### src/verilog/tmo_pkg.sv
`default_nettype none
package tmo_pkg;
	typedef enum logic [1:0] {ENC_SPEECH, ENC_IDLE, ENC_CHAR} tmo_enc_state_t;
	typedef enum logic {DEC_SPEECH, DEC_TELETYPE} tmo_dec_state_t;
	// Packet rates.
	localparam logic [1:0] RATE_EIGHTH = 2'h0;
	localparam logic [1:0] RATE_HALF = 2'h1;
	localparam logic [1:0] RATE_FULL = 2'h2;
	// Frame labels, also used as packet classes in the decoder.
	localparam logic [1:0] LABEL_SPEECH = 2'h0;
	localparam logic [1:0] LABEL_IDLE = 2'h1;
	localparam logic [1:0] LABEL_CHAR = 2'h2;
	// Pitch lag field layout: header in bits 6:5, character in 4:0.
	localparam int LAG_HDR_LSB = 5;
	localparam logic [1:0] HDR_FIRST = 2'h1;
	localparam logic [1:0] HDR_LAST = 2'h2;
	localparam logic [1:0] HDR_IDLE = 2'h3;
	localparam logic [4:0] CHAR_IDLE = 5'h04;
	localparam logic [6:0] LAG_IDLE = 7'h64;
	localparam logic [3:0] GAIN_ZERO = 4'h0;
	localparam logic BIT171_SPEECH = 1'b0;
	// Frame counts.
	localparam logic [2:0] IDLE_MIN = 3'h4;
	localparam logic [4:0] CHAR_REPS = 5'h06;
	localparam logic [4:0] CHAR_REPS_MAX = 5'h10;
	localparam logic [1:0] FIRST_DELAY = 2'h2;
	localparam int HIST_DEPTH = 4;
	localparam logic [2:0] HIST_EMPTY = 3'h0;
	// Register map.
	localparam logic [7:0] ADDR_CTRL = 8'h00;
	localparam logic [7:0] ADDR_STATUS = 8'h04;
	localparam int CTRL_EN_BIT = 0;
	localparam int CTRL_BAUD_BIT = 1;
	localparam int ST_ENC_LSB = 0;
	localparam int ST_DEC_BIT = 2;
	localparam int ST_REGEN_BIT = 3;
	localparam logic CTRL_EN_RESET = 1'b1;
	localparam logic BAUD_RESET = 1'b0;
	localparam logic [31:0] RDATA_ZERO = 32'h0;
endpackage
`default_nettype wire

### src/verilog/tmo_hist_if.sv
`timescale 1ns/1ns
`default_nettype none
interface tmo_hist_if;
	logic push;
	logic clear;
	logic [1:0] cls;
	logic [6:0] code;
	logic [1:0] prev_cls;
	logic [6:0] prev_code;
	logic [2:0] tele_cnt;
	modport ctl (output push, clear, cls, code,
		input prev_cls, prev_code, tele_cnt);
	modport hist (input push, clear, cls, code,
		output prev_cls, prev_code, tele_cnt);
endinterface // tmo_hist_if
`default_nettype wire

### src/verilog/tmo_ctl.sv
// Our own choices: the plain strobed port and the register offsets.
`timescale 1ns/1ns
`default_nettype none
// Overview of operation
// RULE1 - Every encoder frame gets exactly one label.
// RULE2 - Speech mode without tones, teletype with tones.
// RULE3 - Enable bit off gives plain codec behaviour.
// RULE4 - Each character is sent at least six times.
// RULE5 - Teletype frames carry code, zero codebook gain.
// RULE6 - Teletype frames: full rate, noise suppression off.
// RULE7 - Decoder keeps history of gain and lag.
// RULE8 - Zero gain plus teletype lag stops speech.
// RULE9 - Speech frames pass unchanged, no added delay.
// RULE10 - Onset frames are idle until character known.
// RULE11 - Idle message within two frames of tones.
// RULE12 - Idle sent four frames, until character or speech.
// RULE13 - Decoder infers mode from gain and lag only; the code also uses the packet rate and the decoder mode.
// RULE14 - Decoder enters teletype on idle messages.
// RULE15 - Decoder mutes until characters or speech return.
// RULE16 - Eighth rate in teletype mode means idle.
// RULE17 - Lag holds header in two MSBs, character below.
// RULE18 - Baud bit 0 slow, 1 fast; idle repeats it.
// RULE19 - No eighth-rate frame right after full rate.
// RULE20 - Reset returns modes, counters, history to start.
module tmo_ctl (
	// Clock and reset
	input wire logic i_ref_clk,
	input wire logic i_rst_n,
	// Register port
	input wire logic [7:0] i_reg_addr,
	input wire logic [31:0] i_reg_wdata,
	input wire logic i_reg_wr,
	input wire logic i_reg_rd,
	output logic [31:0] o_reg_rdata,
	// Encoder frame input
	input wire logic i_enc_strobe,
	input wire logic i_enc_tone,
	input wire logic i_enc_char_valid,
	input wire logic [4:0] i_enc_char,
	input wire logic i_enc_baud,
	input wire logic [6:0] i_enc_lag,
	input wire logic [3:0] i_enc_gain,
	input wire logic [1:0] i_enc_rate,
	// Encoder frame output
	output logic o_enc_valid,
	output logic [1:0] o_enc_label,
	output logic [6:0] o_enc_lag,
	output logic [3:0] o_enc_gain,
	output logic o_enc_bit171,
	output logic [1:0] o_enc_rate,
	output logic o_enc_ns_en,
	// Decoder packet input
	input wire logic i_dec_strobe,
	input wire logic [1:0] i_dec_rate,
	input wire logic [3:0] i_dec_gain,
	input wire logic [6:0] i_dec_lag,
	input wire logic i_dec_bit171,
	// Decoder control output
	output logic o_dec_speech_en,
	output logic o_dec_mute,
	output logic o_dec_regen,
	output logic o_dec_char_valid,
	output logic [4:0] o_dec_char,
	output logic o_dec_baud
);
	tmo_hist_if hif ();

	// Control register state.
	logic ctrl_en_reg;
	logic ctrl_en_next;
	logic [31:0] rdata_reg;
	logic [31:0] rdata_next;

	// Encoder state.
	tmo_pkg::tmo_enc_state_t enc_state_reg;
	tmo_pkg::tmo_enc_state_t enc_state_next;
	logic [2:0] idle_cnt_reg;
	logic [2:0] idle_cnt_next;
	logic [4:0] reps_reg;
	logic [4:0] reps_next;
	logic [4:0] char_reg;
	logic [4:0] char_next;
	logic [1:0] hdr_reg;
	logic [1:0] hdr_next;
	logic gap_reg;
	logic gap_next;
	logic baud_reg;
	logic baud_next;
	logic idle_done;
	logic reps_done;

	// Encoder frame outputs.
	logic valid_reg;
	logic valid_next;
	logic [1:0] label_reg;
	logic [1:0] label_next;
	logic [6:0] lag_reg;
	logic [6:0] lag_next;
	logic [3:0] gain_reg;
	logic [3:0] gain_next;
	logic bit171_reg;
	logic bit171_next;
	logic ns_reg;
	logic ns_next;
	logic [1:0] rate_req;
	logic [1:0] rate_ok;
	logic [1:0] rate_reg;
	logic [1:0] rate_next;

	// Decoder state.
	tmo_pkg::tmo_dec_state_t dec_state_reg;
	tmo_pkg::tmo_dec_state_t dec_state_next;
	logic regen_reg;
	logic regen_next;
	logic [4:0] dchar_reg;
	logic [4:0] dchar_next;
	logic dchar_valid_reg;
	logic dchar_valid_next;
	logic dbaud_reg;
	logic dbaud_next;
	logic [1:0] dec_cls;
	logic dec_repeat;

	// Classifies a received packet from its rate, gain and lag fields and the decoder mode.
	function automatic logic [1:0] dec_class(input logic tele,
		input logic [1:0] rate, input logic [3:0] gain,
		input logic [6:0] lag);
		logic [1:0] hdr;
		hdr = lag[tmo_pkg::LAG_HDR_LSB +: 2];
		dec_class = tmo_pkg::LABEL_SPEECH;
		if (tele && rate == tmo_pkg::RATE_EIGHTH) begin
			dec_class = tmo_pkg::LABEL_IDLE; // RULE16
		end else if (rate != tmo_pkg::RATE_EIGHTH &&
			gain == tmo_pkg::GAIN_ZERO) begin
			if (lag == tmo_pkg::LAG_IDLE) begin
				dec_class = tmo_pkg::LABEL_IDLE; // RULE13
			end else if (hdr == tmo_pkg::HDR_FIRST ||
				hdr == tmo_pkg::HDR_LAST) begin
				dec_class = tmo_pkg::LABEL_CHAR; // RULE13
			end
		end
	endfunction

	// Register port; read data stand only in the cycle after the strobe.
	always_comb begin
		ctrl_en_next = ctrl_en_reg;
		rdata_next = tmo_pkg::RDATA_ZERO;
		if (i_reg_wr && i_reg_addr == tmo_pkg::ADDR_CTRL) begin
			ctrl_en_next = i_reg_wdata[tmo_pkg::CTRL_EN_BIT]; // RULE3
		end
		if (i_reg_rd && i_reg_addr == tmo_pkg::ADDR_CTRL) begin
			rdata_next[tmo_pkg::CTRL_EN_BIT] = ctrl_en_reg;
			rdata_next[tmo_pkg::CTRL_BAUD_BIT] = baud_reg;
		end else if (i_reg_rd && i_reg_addr == tmo_pkg::ADDR_STATUS) begin
			rdata_next[tmo_pkg::ST_ENC_LSB +: 2] = enc_state_reg;
			rdata_next[tmo_pkg::ST_DEC_BIT] =
				dec_state_reg == tmo_pkg::DEC_TELETYPE;
			rdata_next[tmo_pkg::ST_REGEN_BIT] = regen_reg;
		end
	end

	always_ff @(posedge i_ref_clk) begin
		if (!i_rst_n) begin
			ctrl_en_reg <= tmo_pkg::CTRL_EN_RESET; // RULE20
			rdata_reg <= tmo_pkg::RDATA_ZERO;
		end else begin
			ctrl_en_reg <= ctrl_en_next;
			rdata_reg <= rdata_next;
		end
	end

	// A run of idle frames must reach its minimum before it may end.
	assign idle_done = idle_cnt_reg >= tmo_pkg::IDLE_MIN; // RULE12
	assign reps_done = reps_reg >= tmo_pkg::CHAR_REPS; // RULE4

	// Encoder: one label per frame, chosen from the state it moves to.
	always_comb begin
		enc_state_next = enc_state_reg;
		idle_cnt_next = idle_cnt_reg;
		reps_next = reps_reg;
		char_next = char_reg;
		hdr_next = hdr_reg;
		gap_next = gap_reg;
		baud_next = baud_reg;
		valid_next = i_enc_strobe;
		label_next = label_reg;
		lag_next = lag_reg;
		gain_next = gain_reg;
		bit171_next = bit171_reg;
		ns_next = ns_reg;
		rate_req = i_enc_rate;
		if (i_reg_wr && i_reg_addr == tmo_pkg::ADDR_CTRL) begin
			baud_next = i_reg_wdata[tmo_pkg::CTRL_BAUD_BIT]; // RULE18
		end
		if (i_enc_strobe) begin
			unique case (enc_state_reg)
				tmo_pkg::ENC_SPEECH: begin
					if (i_enc_tone) begin
						enc_state_next = tmo_pkg::ENC_IDLE; // RULE10
						idle_cnt_next = 3'h1; // RULE11
						gap_next = 1'b1;
					end
				end
				tmo_pkg::ENC_IDLE: begin
					if (!idle_done) begin
						idle_cnt_next = idle_cnt_reg + 3'h1;
					end
					if (!i_enc_tone && idle_done) begin
						enc_state_next = tmo_pkg::ENC_SPEECH; // RULE2
					end else if (i_enc_tone && !i_enc_char_valid) begin
						gap_next = 1'b1;
					end else if (i_enc_tone && idle_done &&
						(gap_reg || i_enc_char != char_reg)) begin
						enc_state_next = tmo_pkg::ENC_CHAR;
					end
				end
				tmo_pkg::ENC_CHAR: begin
					if (!reps_done) begin
						reps_next = reps_reg + 5'h01; // RULE4
					end else if (reps_reg == tmo_pkg::CHAR_REPS_MAX) begin
						enc_state_next = tmo_pkg::ENC_IDLE;
						idle_cnt_next = 3'h1;
					end else if (!i_enc_tone) begin
						enc_state_next = tmo_pkg::ENC_SPEECH; // RULE2
					end else if (!i_enc_char_valid) begin
						enc_state_next = tmo_pkg::ENC_IDLE;
						idle_cnt_next = 3'h1;
						gap_next = 1'b1;
					end else if (i_enc_char != char_reg) begin
						gap_next = 1'b1;
					end else begin
						reps_next = reps_reg + 5'h01;
					end
				end
			endcase
			if (!ctrl_en_reg) begin
				enc_state_next = tmo_pkg::ENC_SPEECH; // RULE3
			end
			// A new character restarts the count and steps the header.
			if (enc_state_next == tmo_pkg::ENC_CHAR &&
				(enc_state_reg != tmo_pkg::ENC_CHAR || gap_next)) begin
				reps_next = 5'h01;
				char_next = i_enc_char;
				baud_next = i_enc_baud; // RULE18
				gap_next = 1'b0;
				hdr_next = (hdr_reg == tmo_pkg::HDR_FIRST) ?
					tmo_pkg::HDR_LAST : tmo_pkg::HDR_FIRST;
			end
			unique case (enc_state_next)
				tmo_pkg::ENC_SPEECH: begin
					label_next = tmo_pkg::LABEL_SPEECH; // RULE1
					lag_next = i_enc_lag; // RULE9
					gain_next = i_enc_gain;
					bit171_next = tmo_pkg::BIT171_SPEECH;
					ns_next = 1'b1;
					rate_req = i_enc_rate;
				end
				tmo_pkg::ENC_IDLE: begin
					label_next = tmo_pkg::LABEL_IDLE; // RULE1
					lag_next = tmo_pkg::LAG_IDLE; // RULE17
					gain_next = tmo_pkg::GAIN_ZERO; // RULE5
					bit171_next = baud_next; // RULE18
					ns_next = 1'b0; // RULE6
					rate_req = tmo_pkg::RATE_FULL; // RULE6
				end
				tmo_pkg::ENC_CHAR: begin
					label_next = tmo_pkg::LABEL_CHAR; // RULE1
					lag_next = {hdr_next, char_next}; // RULE17
					gain_next = tmo_pkg::GAIN_ZERO; // RULE5
					bit171_next = baud_next; // RULE18
					ns_next = 1'b0; // RULE6
					rate_req = tmo_pkg::RATE_FULL; // RULE6
				end
			endcase
		end
	end

	always_ff @(posedge i_ref_clk) begin
		if (!i_rst_n) begin
			enc_state_reg <= tmo_pkg::ENC_SPEECH; // RULE20
			idle_cnt_reg <= 3'h0;
			reps_reg <= 5'h00;
			char_reg <= 5'h00;
			hdr_reg <= tmo_pkg::HDR_LAST;
			gap_reg <= 1'b1;
			baud_reg <= tmo_pkg::BAUD_RESET;
			valid_reg <= 1'b0;
			label_reg <= tmo_pkg::LABEL_SPEECH;
			lag_reg <= 7'h00;
			gain_reg <= 4'h0;
			bit171_reg <= tmo_pkg::BIT171_SPEECH;
			ns_reg <= 1'b1;
		end else begin
			enc_state_reg <= enc_state_next;
			idle_cnt_reg <= idle_cnt_next;
			reps_reg <= reps_next;
			char_reg <= char_next;
			hdr_reg <= hdr_next;
			gap_reg <= gap_next;
			baud_reg <= baud_next;
			valid_reg <= valid_next;
			label_reg <= label_next;
			lag_reg <= lag_next;
			gain_reg <= gain_next;
			bit171_reg <= bit171_next;
			ns_reg <= ns_next;
		end
	end

	tmo_rate u_rate (
		.i_ref_clk(i_ref_clk),
		.i_rst_n(i_rst_n),
		.i_strobe(i_enc_strobe),
		.i_rate(rate_req),
		.o_rate(rate_ok)
	);

	assign rate_next = i_enc_strobe ? rate_ok : rate_reg;

	always_ff @(posedge i_ref_clk) begin
		if (!i_rst_n) begin
			rate_reg <= tmo_pkg::RATE_EIGHTH;
		end else begin
			rate_reg <= rate_next;
		end
	end

	// Decoder history of received gain and lag classes.
	tmo_hist u_hist (
		.i_ref_clk(i_ref_clk),
		.i_rst_n(i_rst_n),
		.hif(hif)
	);

	assign dec_cls = dec_class(dec_state_reg == tmo_pkg::DEC_TELETYPE,
		i_dec_rate, i_dec_gain, i_dec_lag);
	assign hif.push = i_dec_strobe && ctrl_en_reg; // RULE7
	assign hif.clear = !ctrl_en_reg;
	assign hif.cls = dec_cls;
	assign hif.code = i_dec_lag;
	// Two matching character packets in a row identify a character.
	assign dec_repeat = dec_cls == tmo_pkg::LABEL_CHAR &&
		hif.prev_cls == tmo_pkg::LABEL_CHAR && hif.prev_code == i_dec_lag;

	always_comb begin
		dec_state_next = dec_state_reg;
		regen_next = regen_reg;
		dchar_next = dchar_reg;
		dchar_valid_next = 1'b0;
		dbaud_next = dbaud_reg;
		if (!ctrl_en_reg) begin
			dec_state_next = tmo_pkg::DEC_SPEECH; // RULE3
			regen_next = 1'b0;
		end else if (i_dec_strobe) begin
			unique case (dec_state_reg)
				tmo_pkg::DEC_SPEECH: begin
					if (dec_cls != tmo_pkg::LABEL_SPEECH) begin
						dec_state_next = tmo_pkg::DEC_TELETYPE; // RULE14
						regen_next = 1'b0; // RULE15
					end
				end
				tmo_pkg::DEC_TELETYPE: begin
					if (dec_cls == tmo_pkg::LABEL_SPEECH &&
						hif.tele_cnt == tmo_pkg::HIST_EMPTY) begin
						dec_state_next = tmo_pkg::DEC_SPEECH; // RULE8
						regen_next = 1'b0;
					end
				end
			endcase
			if (dec_repeat && dec_state_next == tmo_pkg::DEC_TELETYPE) begin
				regen_next = 1'b1; // RULE8
				dchar_valid_next = 1'b1;
				dchar_next = i_dec_lag[tmo_pkg::LAG_HDR_LSB - 1:0];
				// Half-rate packets carry no baud bit; keep the last one.
				if (i_dec_rate == tmo_pkg::RATE_FULL) begin
					dbaud_next = i_dec_bit171; // RULE18
				end
			end
		end
	end

	always_ff @(posedge i_ref_clk) begin
		if (!i_rst_n) begin
			dec_state_reg <= tmo_pkg::DEC_SPEECH; // RULE20
			regen_reg <= 1'b0;
			dchar_reg <= 5'h00;
			dchar_valid_reg <= 1'b0;
			dbaud_reg <= tmo_pkg::BAUD_RESET;
		end else begin
			dec_state_reg <= dec_state_next;
			regen_reg <= regen_next;
			dchar_reg <= dchar_next;
			dchar_valid_reg <= dchar_valid_next;
			dbaud_reg <= dbaud_next;
		end
	end

	assign o_reg_rdata = rdata_reg;
	assign o_enc_valid = valid_reg;
	assign o_enc_label = label_reg;
	assign o_enc_lag = lag_reg;
	assign o_enc_gain = gain_reg;
	assign o_enc_bit171 = bit171_reg;
	assign o_enc_rate = rate_reg;
	assign o_enc_ns_en = ns_reg;
	assign o_dec_speech_en = dec_state_reg == tmo_pkg::DEC_SPEECH; // RULE13
	assign o_dec_mute = dec_state_reg == tmo_pkg::DEC_TELETYPE &&
		!regen_reg; // RULE15
	assign o_dec_regen = regen_reg;
	assign o_dec_char_valid = dchar_valid_reg;
	assign o_dec_char = dchar_reg;
	assign o_dec_baud = dbaud_reg;
endmodule // tmo_ctl
`default_nettype wire

### src/verilog/tmo_hist.sv
`timescale 1ns/1ns
`default_nettype none
module tmo_hist (
	// Clock and reset
	input wire logic i_ref_clk,
	input wire logic i_rst_n,
	// History port
	tmo_hist_if.hist hif
);
	logic [1:0] cls_reg [tmo_pkg::HIST_DEPTH];
	logic [6:0] code_reg [tmo_pkg::HIST_DEPTH];
	logic [1:0] cls_next [tmo_pkg::HIST_DEPTH];
	logic [6:0] code_next [tmo_pkg::HIST_DEPTH];
	logic [2:0] cnt;

	// Entry 0 is the newest packet; a push shifts the rest along.
	for (genvar k = 0; k < tmo_pkg::HIST_DEPTH; k++) begin : g_slot
		always_comb begin
			cls_next[k] = cls_reg[k];
			code_next[k] = code_reg[k];
			if (hif.clear) begin
				cls_next[k] = tmo_pkg::LABEL_SPEECH;
			end else if (hif.push) begin
				cls_next[k] = (k == 0) ? hif.cls : cls_reg[(k == 0) ? 0 : k - 1]; // RULE7
				code_next[k] = (k == 0) ? hif.code : code_reg[(k == 0) ? 0 : k - 1];
			end
		end
		always_ff @(posedge i_ref_clk) begin
			if (!i_rst_n) begin
				cls_reg[k] <= tmo_pkg::LABEL_SPEECH; // RULE20
				code_reg[k] <= tmo_pkg::LAG_IDLE;
			end else begin
				cls_reg[k] <= cls_next[k];
				code_reg[k] <= code_next[k];
			end
		end
	end

	always_comb begin
		cnt = tmo_pkg::HIST_EMPTY;
		for (int k = 0; k < tmo_pkg::HIST_DEPTH; k++) begin
			cnt = cnt + 3'(cls_reg[k] != tmo_pkg::LABEL_SPEECH);
		end
	end

	assign hif.prev_cls = cls_reg[0];
	assign hif.prev_code = code_reg[0];
	assign hif.tele_cnt = cnt;
endmodule // tmo_hist
`default_nettype wire

### src/verilog/tmo_rate.sv
`timescale 1ns/1ns
`default_nettype none
module tmo_rate (
	// Clock and reset
	input wire logic i_ref_clk,
	input wire logic i_rst_n,
	// Rate request and legal rate
	input wire logic i_strobe,
	input wire logic [1:0] i_rate,
	output logic [1:0] o_rate
);
	logic [1:0] prev_reg;
	logic [1:0] prev_next;

	// An eighth-rate packet straight after a full-rate one is raised to
	// half rate, since a legacy decoder would treat it as an erasure.
	always_comb begin
		o_rate = i_rate;
		if (prev_reg == tmo_pkg::RATE_FULL && i_rate == tmo_pkg::RATE_EIGHTH) begin
			o_rate = tmo_pkg::RATE_HALF; // RULE19
		end
		prev_next = i_strobe ? o_rate : prev_reg;
	end

	always_ff @(posedge i_ref_clk) begin
		if (!i_rst_n) begin
			prev_reg <= tmo_pkg::RATE_EIGHTH;
		end else begin
			prev_reg <= prev_next;
		end
	end
endmodule // tmo_rate
`default_nettype wire
### config.mk
export PLATFORM = sky130hd
export DESIGN_NAME = tmo_ctl
export DESIGN_NICKNAME = d
export VERILOG_FILES = /design/src/verilog/tmo_pkg.sv /design/src/verilog/tmo_hist_if.sv /design/src/verilog/tmo_ctl.sv /design/src/verilog/tmo_hist.sv /design/src/verilog/tmo_rate.sv
export SDC_FILE = /design/constraint.sdc
export NUM_CORES = 1
export LEC_CHECK = 0
export BUFFER_PORTS_ARGS = -buffer_cell sky130_fd_sc_hd__buf_2
export CORE_MARGIN = 10
export CORE_UTILIZATION = 45
export CTS_CLUSTER_DIAMETER = 120
export DETAILED_ROUTE_END_ITERATION = 8
export GPL_ROUTABILITY_DRIVEN = 0
export HOLD_SLACK_MARGIN = 0.03
export PLACE_DENSITY = 0.77
export SYNTH_ARGS = -nofsm -noshare
export SYNTH_HDL_FRONTEND = slang
export SYNTH_SLANG_ARGS = --single-unit
export TNS_END_PERCENT = 30
### constraint.sdc
create_clock -name i_ref_clk -period 2.8 [get_ports i_ref_clk]
set_clock_uncertainty 0.1 [all_clocks]
set_input_delay 0.42 -clock i_ref_clk [delete_from_list [all_inputs] [get_ports i_ref_clk]]
set_output_delay 0.42 -clock i_ref_clk [all_outputs]
set_load 0.02 [all_outputs]
==> flow_metrics.py, run 1 <==
metrics = {
    "placement": {
        "dp_hpwl_um": 7440,
        "place_ws_ns": 0.00794,
        "place_inst": 630,
        "place_area_um2": 4220,
        "portBuffers": 82,
    },
    "logic_synthesis": {
        "synth_area_um2": 3700,
        "async_flop_share": 0,
        "synth-warning-count": 0,
        "synth_edf_count": 0,
        "synth_area_leader_cell": "dfxtp_1",
        "ys_seq_area_frac": 0.357,
        "synthCells": 442,
        "synth_top_area_share": 0.357,
        "synth.distinct_cells": 65,
        "yosys-top-cells-area": "dfxtp_1 (36%), nand2_1 (6.5%), mux2i_1 (6.0%), buf_4 (5.7%), ha_1 (3.7%)",
        "ys_seq_elements": 66,
        "avgSynthCellArea_um2": 8.36,
        "synthFlopType": "dfxtp_1",
    },
    "worst_hold_path": {
        "hp-start": "i_reg_wdata[0]",
        "holdCritPathClass": "in2reg",
        "min_to": "ctrl_en_reg$_SDFFE_PN1P_",
        "hold-path-cell-count": 3,
    },
    "timing": {
        "fmax_mhz": 373,
        "setup_viol": 0,
        "holdWs_ns": 0.196,
        "slew_viol_final": 0,
        "setup_tns_ns": 0,
        "final_hold_viol_count": 0,
        "finalCriticalPeriod_ns": 2.68,
        "slew_headroom": 0.671,
        "setup_slack_ns": 0.122,
        "min_period_over_period": 0.957,
        "worstMarginPinSlew_ns": 0.488,
    },
    "floorplan": {
        "io_pins": 141,
        "die_h_um": 111,
        "die_area_um2": 12200,
        "row_count": 32,
        "coreArea_um2": 7850,
        "start_util": 0.471,
        "fp.dieW_um": 111,
    },
    "worst_setup_path": {
        "endpoint_kind": "register",
        "worstSetupPathType": "reg2reg",
        "cpMaxStageDelayCell": "dfxtp_1",
        "critical_path_arrival_ns": 2.80,
        "timing.rr.end": "o_enc_lag[6]$_SDFFE_PN0P_",
        "worstPathCellList": "buf_4 > ha_1 > o21ai_2 > a32oi_1 > nor2_1 > o211ai_1 > buf_4 > buf_4 > o21a_1 > ha_1 > nor2b_2 > a21oi_1 > nand2_1 > o211ai_1 > o311ai_1",
        "reg2reg_from": "reps_reg[1]$_SDFFE_PN0P_",
        "cpPeakStageDelay_ns": 0.31,
        "cp_max_fo": 7,
        "start_kind": "register",
        "path_depth": 15,
        "worst-path-buf-inv": 3,
        "timing.critical_path.mode_cell": "buf_4",
        "rrSetupSlack_ns": 0.12,
        "reg2reg_depth": 15,
        "critical_path.top_delay_family": "compound AO/OA/AOI/OAI gates",
        "cp.required_ns": 2.92,
    },
    "final_layout": {
        "mostFrequentLayoutCells": "buf_2 (83), dfxtp_1 (65), nand2_1 (63)",
        "final_area_um2": 4550,
        "diodes": 0,
        "area_growth_pct": 23.2,
        "largest_register_ff_count": 8,
        "layout_commonest_cell": "buf_2",
        "stdcell_count": 651,
        "post-route-util": 0.580,
        "drive_gt1_frac": 0.275,
        "final_net_count": 637,
    },
    "drt": {
        "firstDrtPassIters": 5,
        "dr_total_vias": 3554,
        "vias_per_cell": 5.46,
        "drcViolationCount": 0,
        "wl_per_cell_um": 15.5,
        "dr.first_iter.drc_count": 229,
        "wirelength_um": 10100,
        "ant_nets": 0,
    },
    "clock_network": {
        "clk_pin_slew_ns": 0.07,
        "clockRootBuffer": "clkbuf_8",
        "cts_tree": "yes",
        "cts_inserted_buffers": 9,
        "cts.sinks": 66,
        "cts_max_path_buffers": 2,
        "clock_latency_ns": 0.35,
        "cts_max_level": 3,
    },
    "power_and_ir_drop": {
        "finalPower_mw": 2.35,
        "powerDensity_nw_per_um2": 516,
        "vdd_drop_max_mv": 0.360,
        "p_leak_nw": 2.00,
    },
    "global_route": {
        "track_usage": 0.159,
        "antenna_found_initial": 0,
        "grt_max_degree": 40,
        "grt.overflow.total": 0,
        "grt_pass1_wl_um": 16800,
        "grt_pass1_vias": 3534,
    },
    "flow_run": {
        "maxCapViolations": 0,
    },
    "run_status": {
        "outcome": "finished, final reports clean",
    },
}
## area by class of cell
cell class	instances	area, um^2
clock buffer	10	138
clock inverter	6	113
fill	734	3290
inverter	15	56.3
multi-input combinational	340	2160
sequential	66	1320
tap	102	128
timing repair buffer	112	633
## cells in the mapped netlist, types with 2 or more instances
| library cell | number |
|---|---|
| xnor2_1 | 7 |
| nand3_1 | 13 |
| o21ai_0 | 15 |
| a22o_1 | 5 |
| nor2b_1 | 5 |
| inv_1 | 14 |
| o41ai_1 | 4 |
| mux2i_1 | 22 |
| nor2_1 | 33 |
| nor3_1 | 5 |
| nand3b_1 | 2 |
| or3_1 | 2 |
| and2_1 | 4 |
| nand2_1 | 64 |
| a211oi_1 | 2 |
| nand4b_1 | 2 |
| o21a_1 | 3 |
| o211ai_1 | 10 |
| buf_2 | 3 |
| o31ai_1 | 2 |
| o311ai_0 | 2 |
| ha_1 | 11 |
| a32o_1 | 2 |
| xor2_1 | 6 |
| buf_1 | 2 |
| and3_1 | 3 |
| or4_1 | 2 |
| a211o_1 | 2 |
| a31oi_1 | 4 |
| buf_4 | 28 |
| nor3b_1 | 3 |
| a22oi_1 | 4 |
| or2_2 | 5 |
| and4_1 | 3 |
| a21oi_1 | 21 |
| clkbuf_1 | 13 |
| a21boi_0 | 2 |
| buf_6 | 2 |
| dfxtp_1 | 66 |
| nor4_1 | 3 |
| nand4_1 | 17 |
## per-layer routing
layer / vias to the layer above / global-route usage / wire [um]
met1: 1654 / 0.195 / 4460
met4: 0 / 0.0596 / 151
met3: 22 / 0.0497 / 798
met5: - / 0 / 0
li1: 1731 / - / -
met2: 147 / 0.255 / 4660
## power by group
group	total [mW]	leakage, nW	internal, mW	switching [mW]
Combinational	0.356	1.34	0.139	0.217
Clock	1.01	0.127	0.619	0.387
Sequential	0.987	0.537	0.968	0.0193
Total	2.35	2.00	1.73	0.623
## worst register-to-register path, delay by kind of cell, from the launching register on
kind / cells / cell delay [ns]
buffers and inverters: 3 / 0.43
adders and majority gates: 2 / 0.42
and+or+nand+nor: 3 / 0.35
DFF: 1 / 0.31
AOI/OAI and AO/OA: 7 / 0.94
## logic make-up (layout without fill, tap and decap cells)
| family | Yosys count | count (layout) | synth area share |
|---|---|---|---|
| and+or+nand+nor | 174 | 174 | 0.240 |
| AOI/OAI and AO/OA | 90 | 90 | 0.168 |
| DFF | 66 | 66 | 0.357 |
| buffers and inverters | 63 | 143 | 0.0975 |
| muxes | 23 | 23 | 0.0626 |
| xor gates and xnor gates | 13 | 13 | 0.0308 |
| adders and majority gates | 12 | 12 | 0.0427 |
| other | 1 | 28 | 0.00101 |
## repair_timing
item | CTS | global route
hold buffers | 0 | 0
endpoints found under the setup margin | 0 | 22
setup buffers | 0 | 4
hold endpoints to repair | 0 | 0
resized for setup | 0 | 15
## worst max path at each step
stage                              from                         end  slack [ns]
6_report       reps_reg[1]$_SDFFE_PN0P_   o_enc_lag[6]$_SDFFE_PN0P_        0.12
2_1_floorplan  reps_reg[0]$_SDFFE_PN0P_   o_enc_lag[0]$_SDFFE_PN0P_        0.04
3_3_place_gp              i_enc_char[3]   o_enc_lag[6]$_SDFFE_PN0P_       0.005
5_1_grt        reps_reg[1]$_SDFFE_PN0P_   o_enc_lag[6]$_SDFFE_PN0P_       -0.03
3_5_place_dp              i_enc_char[3]  o_enc_gain[0]$_SDFFE_PN0P_       0.008
4_1_cts        reps_reg[0]$_SDFFE_PN0P_   o_enc_lag[6]$_SDFFE_PN0P_        0.02
No activity file was read; power rests on OpenSTA's default activity.
==> inputs of run 2 (changes only) <==
--- a/config.mk
+++ b/config.mk
@@ -7,13 +7,13 @@
 export LEC_CHECK = 0
 export BUFFER_PORTS_ARGS = -buffer_cell sky130_fd_sc_hd__buf_2
 export CORE_MARGIN = 10
-export CORE_UTILIZATION = 45
+export CORE_UTILIZATION = 30
 export CTS_CLUSTER_DIAMETER = 120
 export DETAILED_ROUTE_END_ITERATION = 8
 export GPL_ROUTABILITY_DRIVEN = 0
 export HOLD_SLACK_MARGIN = 0.03
-export PLACE_DENSITY = 0.77
 export SYNTH_ARGS = -nofsm -noshare
 export SYNTH_HDL_FRONTEND = slang
+export SYNTH_HIERARCHICAL = 1
 export SYNTH_SLANG_ARGS = --single-unit
 export TNS_END_PERCENT = 30
==> flow_metrics.py, run 2 <==
metrics = {
    "worst_setup_path": {
        "worstSetupPathType": "reg2reg",
        "rrSetupSlack_ns": 0.12,
        "worstPathCellList": "inv_4 > ha_4 > nand4bb_4 > a32oi_2 > nor3_1 > o22ai_1 > o32a_1 > ha_4 > nand2b_4 > nand2b_4 > nor3b_2 > or2_1 > mux2i_1 > nor2_1",
        "cpPeakStageDelay_ns": 0.33,
        "timing.rr.end": "o_enc_rate[0]$_SDFFE_PN0P_",
        "critical_path.top_delay_family": "simple AND/OR/NAND/NOR gates",
        "reg2reg_depth": 14,
        "cp_max_fo": 7,
        "worst-path-buf-inv": 1,
        "cpMaxStageDelayCell": "dfxtp_2",
        "critical_path_arrival_ns": 2.77,
        "endpoint_kind": "register",
        "cp.required_ns": 2.90,
        "start_kind": "register",
        "reg2reg_from": "reps_reg[0]$_SDFFE_PN0P_",
    },
    "global_route": {
        "grt_max_degree": 53,
        "met2_usage": 0.206,
        "track_usage": 0.125,
        "antenna_found_initial": 0,
        "use_met3": 0.0504,
        "grt.overflow.total": 0,
        "grt_pass1_wl_um": 18400,
        "use_met1": 0.142,
        "grt_pass1_vias": 3812,
        "busiest_layer": "met2",
    },
    "logic_synthesis": {
        "synth_area_leader_cell": "dfxtp_1",
        "synth_edf_count": 0,
        "ys_seq_elements": 68,
        "synth_top_area_share": 0.349,
        "avgSynthCellArea_um2": 8.46,
        "async_flop_share": 0,
        "synthFlopType": "dfxtp_1",
        "yosysMostFrequentCell": "dfxtp_1",
        "synth-warning-count": 6,
        "synth.distinct_cells": 67,
        "synth_area_um2": 3900,
        "synthCells": 461,
        "yosys-top-cells-area": "dfxtp_1 (35%), mux2i_1 (8.7%), buf_4 (5.6%), nand2_1 (4.7%), nor2_1 (4.1%)",
        "synth_common_cells": "dfxtp_1 (68), nand2_1 (49), nor2_1 (43)",
        "ys_seq_area_frac": 0.349,
    },
    "floorplan": {
        "start_util": 0.308,
        "fp.dieW_um": 134,
        "die_h_um": 134,
        "row_count": 41,
        "die_area_um2": 18000,
        "io_pins": 141,
        "coreArea_um2": 12700,
    },
    "drt": {
        "dr.first_iter.drc_count": 130,
        "firstDrtPassIters": 4,
        "wirelength_um": 11300,
        "ant_nets": 0,
        "drcViolationCount": 0,
        "vias_per_cell": 4.84,
        "dr_total_vias": 3691,
        "wl_per_cell_um": 14.8,
    },
    "placement": {
        "place_ws_ns": -0.183,
        "portBuffers": 82,
        "dp_hpwl_um": 8470,
    },
    "final_layout": {
        "nFillCells": 1277,
        "diodes": 0,
        "area_growth_pct": 34.6,
        "largest_register_ff_count": 8,
        "seq_area_um2": 1370,
        "drive_gt1_frac": 0.327,
        "final_net_count": 678,
        "mostFrequentLayoutCells": "buf_2 (82), dfxtp_1 (65), buf_4 (49)",
        "multi_input_area_um2": 2420,
        "layout_commonest_cell": "buf_2",
    },
    "timing": {
        "final_hold_viol_count": 0,
        "setup_viol": 0,
        "slew_headroom": 0.504,
        "setup_slack_ns": 0.121,
        "fmax_mhz": 373,
        "slew_viol_final": 0,
        "worstMarginPinSlew_ns": 0.743,
        "rsz0062_at_grt": "yes",
        "min_period_over_period": 0.957,
        "finalCriticalPeriod_ns": 2.68,
    },
    "run_status": {
        "outcome": "finished, final reports clean",
    },
    "clock_network": {
        "cts.sinks": 68,
        "cts_inserted_buffers": 9,
        "cts_max_level": 3,
        "clockRootBuffer": "clkbuf_16",
        "clock_latency_ns": 0.34,
        "cts_tree": "yes",
        "ctsHoldBuffers": 0,
        "cts_max_path_buffers": 2,
        "clk_pin_slew_ns": 0.06,
    },
    "power_and_ir_drop": {
        "finalPower_mw": 2.55,
        "vdd_drop_max_mv": 0.329,
        "p_leak_nw": 2.33,
        "powerDensity_nw_per_um2": 485,
    },
    "flow_run": {
        "maxCapViolations": 0,
    },
    "worst_hold_path": {
        "hold-path-cell-count": 3,
        "hp-start": "i_reg_wdata[0]",
        "holdCritPathClass": "in2reg",
        "min_to": "ctrl_en_reg$_SDFFE_PN1P_",
    },
}
run 2: cell count changes after synthesis, sizes merged, moves of 6 or more:
cell   delta
inv      +12
mux2i    +12
nand2    -15
nand4     -7
nor2     +10
nor3      +6
run 2: area by class of cell:
cell class	instances	share of cell area
clock buffer	12	0.0489
clock inverter	4	0.00906
inverter	26	0.0191
multi-input combinational	344	0.461
sequential	68	0.260
tap	172	0.0410
timing repair buffer	136	0.161
run 2: how the worst max path moves through the flow:
stage | start | endpoint | slack [ns] | cells after the start
6_report | reps_reg[0]$_SDFFE_PN0P_ | o_enc_rate[0]$_SDFFE_PN0P_ | 0.12 | 14
2_1_floorplan | reps_reg[0]$_SDFFE_PN0P_ | o_enc_rate[0]$_SDFFE_PN0P_ | 0.02 | 14
5_1_grt | reps_reg[0]$_SDFFE_PN0P_ | o_enc_rate[0]$_SDFFE_PN0P_ | -0.05 | 14
3_3_place_gp | i_enc_char[0] | o_enc_rate[0]$_SDFFE_PN0P_ | -0.17 | 12
4_1_cts | reps_reg[0]$_SDFFE_PN0P_ | o_enc_lag[5]$_SDFFE_PN0P_ | 0.02 | 12
3_5_place_dp | i_enc_char[0] | o_enc_rate[0]$_SDFFE_PN0P_ | -0.18 | 12
run 2: worst register-to-register path, cell delays in order, from the launching register on:
cell       delay (ns)
dfxtp_2          0.33
inv_4            0.08
ha_4             0.16
nand4bb_4        0.14
a32oi_2          0.20
nor3_1           0.08
o22ai_1          0.25
o32a_1           0.25
ha_4             0.24
nand2b_4         0.17
nand2b_4         0.09
nor3b_2          0.05
or2_1            0.22
mux2i_1          0.13
nor2_1           0.05
run 2: metrics by stage:
step / utilization / std cells / TNS, ns / hold slack, ns / instance area [um^2]
after CTS: 0.402 / 759 / 0 / 0.194 / 5090
after floorplan: - / 488 / 0 / 0.348 / 4030
after global routing: 0.414 / 762 / -0.146 / 0.221 / 5250
after detailed placement: 0.370 / 739 / -1.68 / 0.345 / 4680
after global placement: 0.370 / 739 / -1.16 / 0.346 / 4680
final: 0.414 / 762 / 0 / 0.204 / 5250
run 2: report_power, final:
part	leakage, nW	switching (mW)	internal [mW]	total (mW)
clock	0.149	0.428	0.735	1.16
combinational	1.63	0.217	0.155	0.371
sequential	0.555	0.0166	0.997	1.01
run 2: routing by layer:
metal / routed length (um) / share of wire
met1: 5000 / 0.44
met2: 5350 / 0.47
met3: 733 / 0.065
met4: 197 / 0.017
met5: 0 / 0
run 2: what timing repair did:
action,4_1_cts,5_1_grt
setup buffers,4,3
pin swaps,8,17
hold endpoints to repair,0,0
endpoints found under the setup margin,21,28
gates resized for setup,13,25
run 2: cell families (layout without fill, tap and decap cells):
group | after synthesis | count (layout) | synth area share
other | 1 | 28 | 0.000962
DFF | 68 | 68 | 0.349
buffers and inverters | 76 | 178 | 0.107
muxes | 35 | 35 | 0.0902
adders and majority gates | 12 | 12 | 0.0404
and+or+nand+nor | 168 | 168 | 0.224
AOI/OAI and AO/OA | 88 | 88 | 0.160
xor gates and xnor gates | 13 | 13 | 0.0292
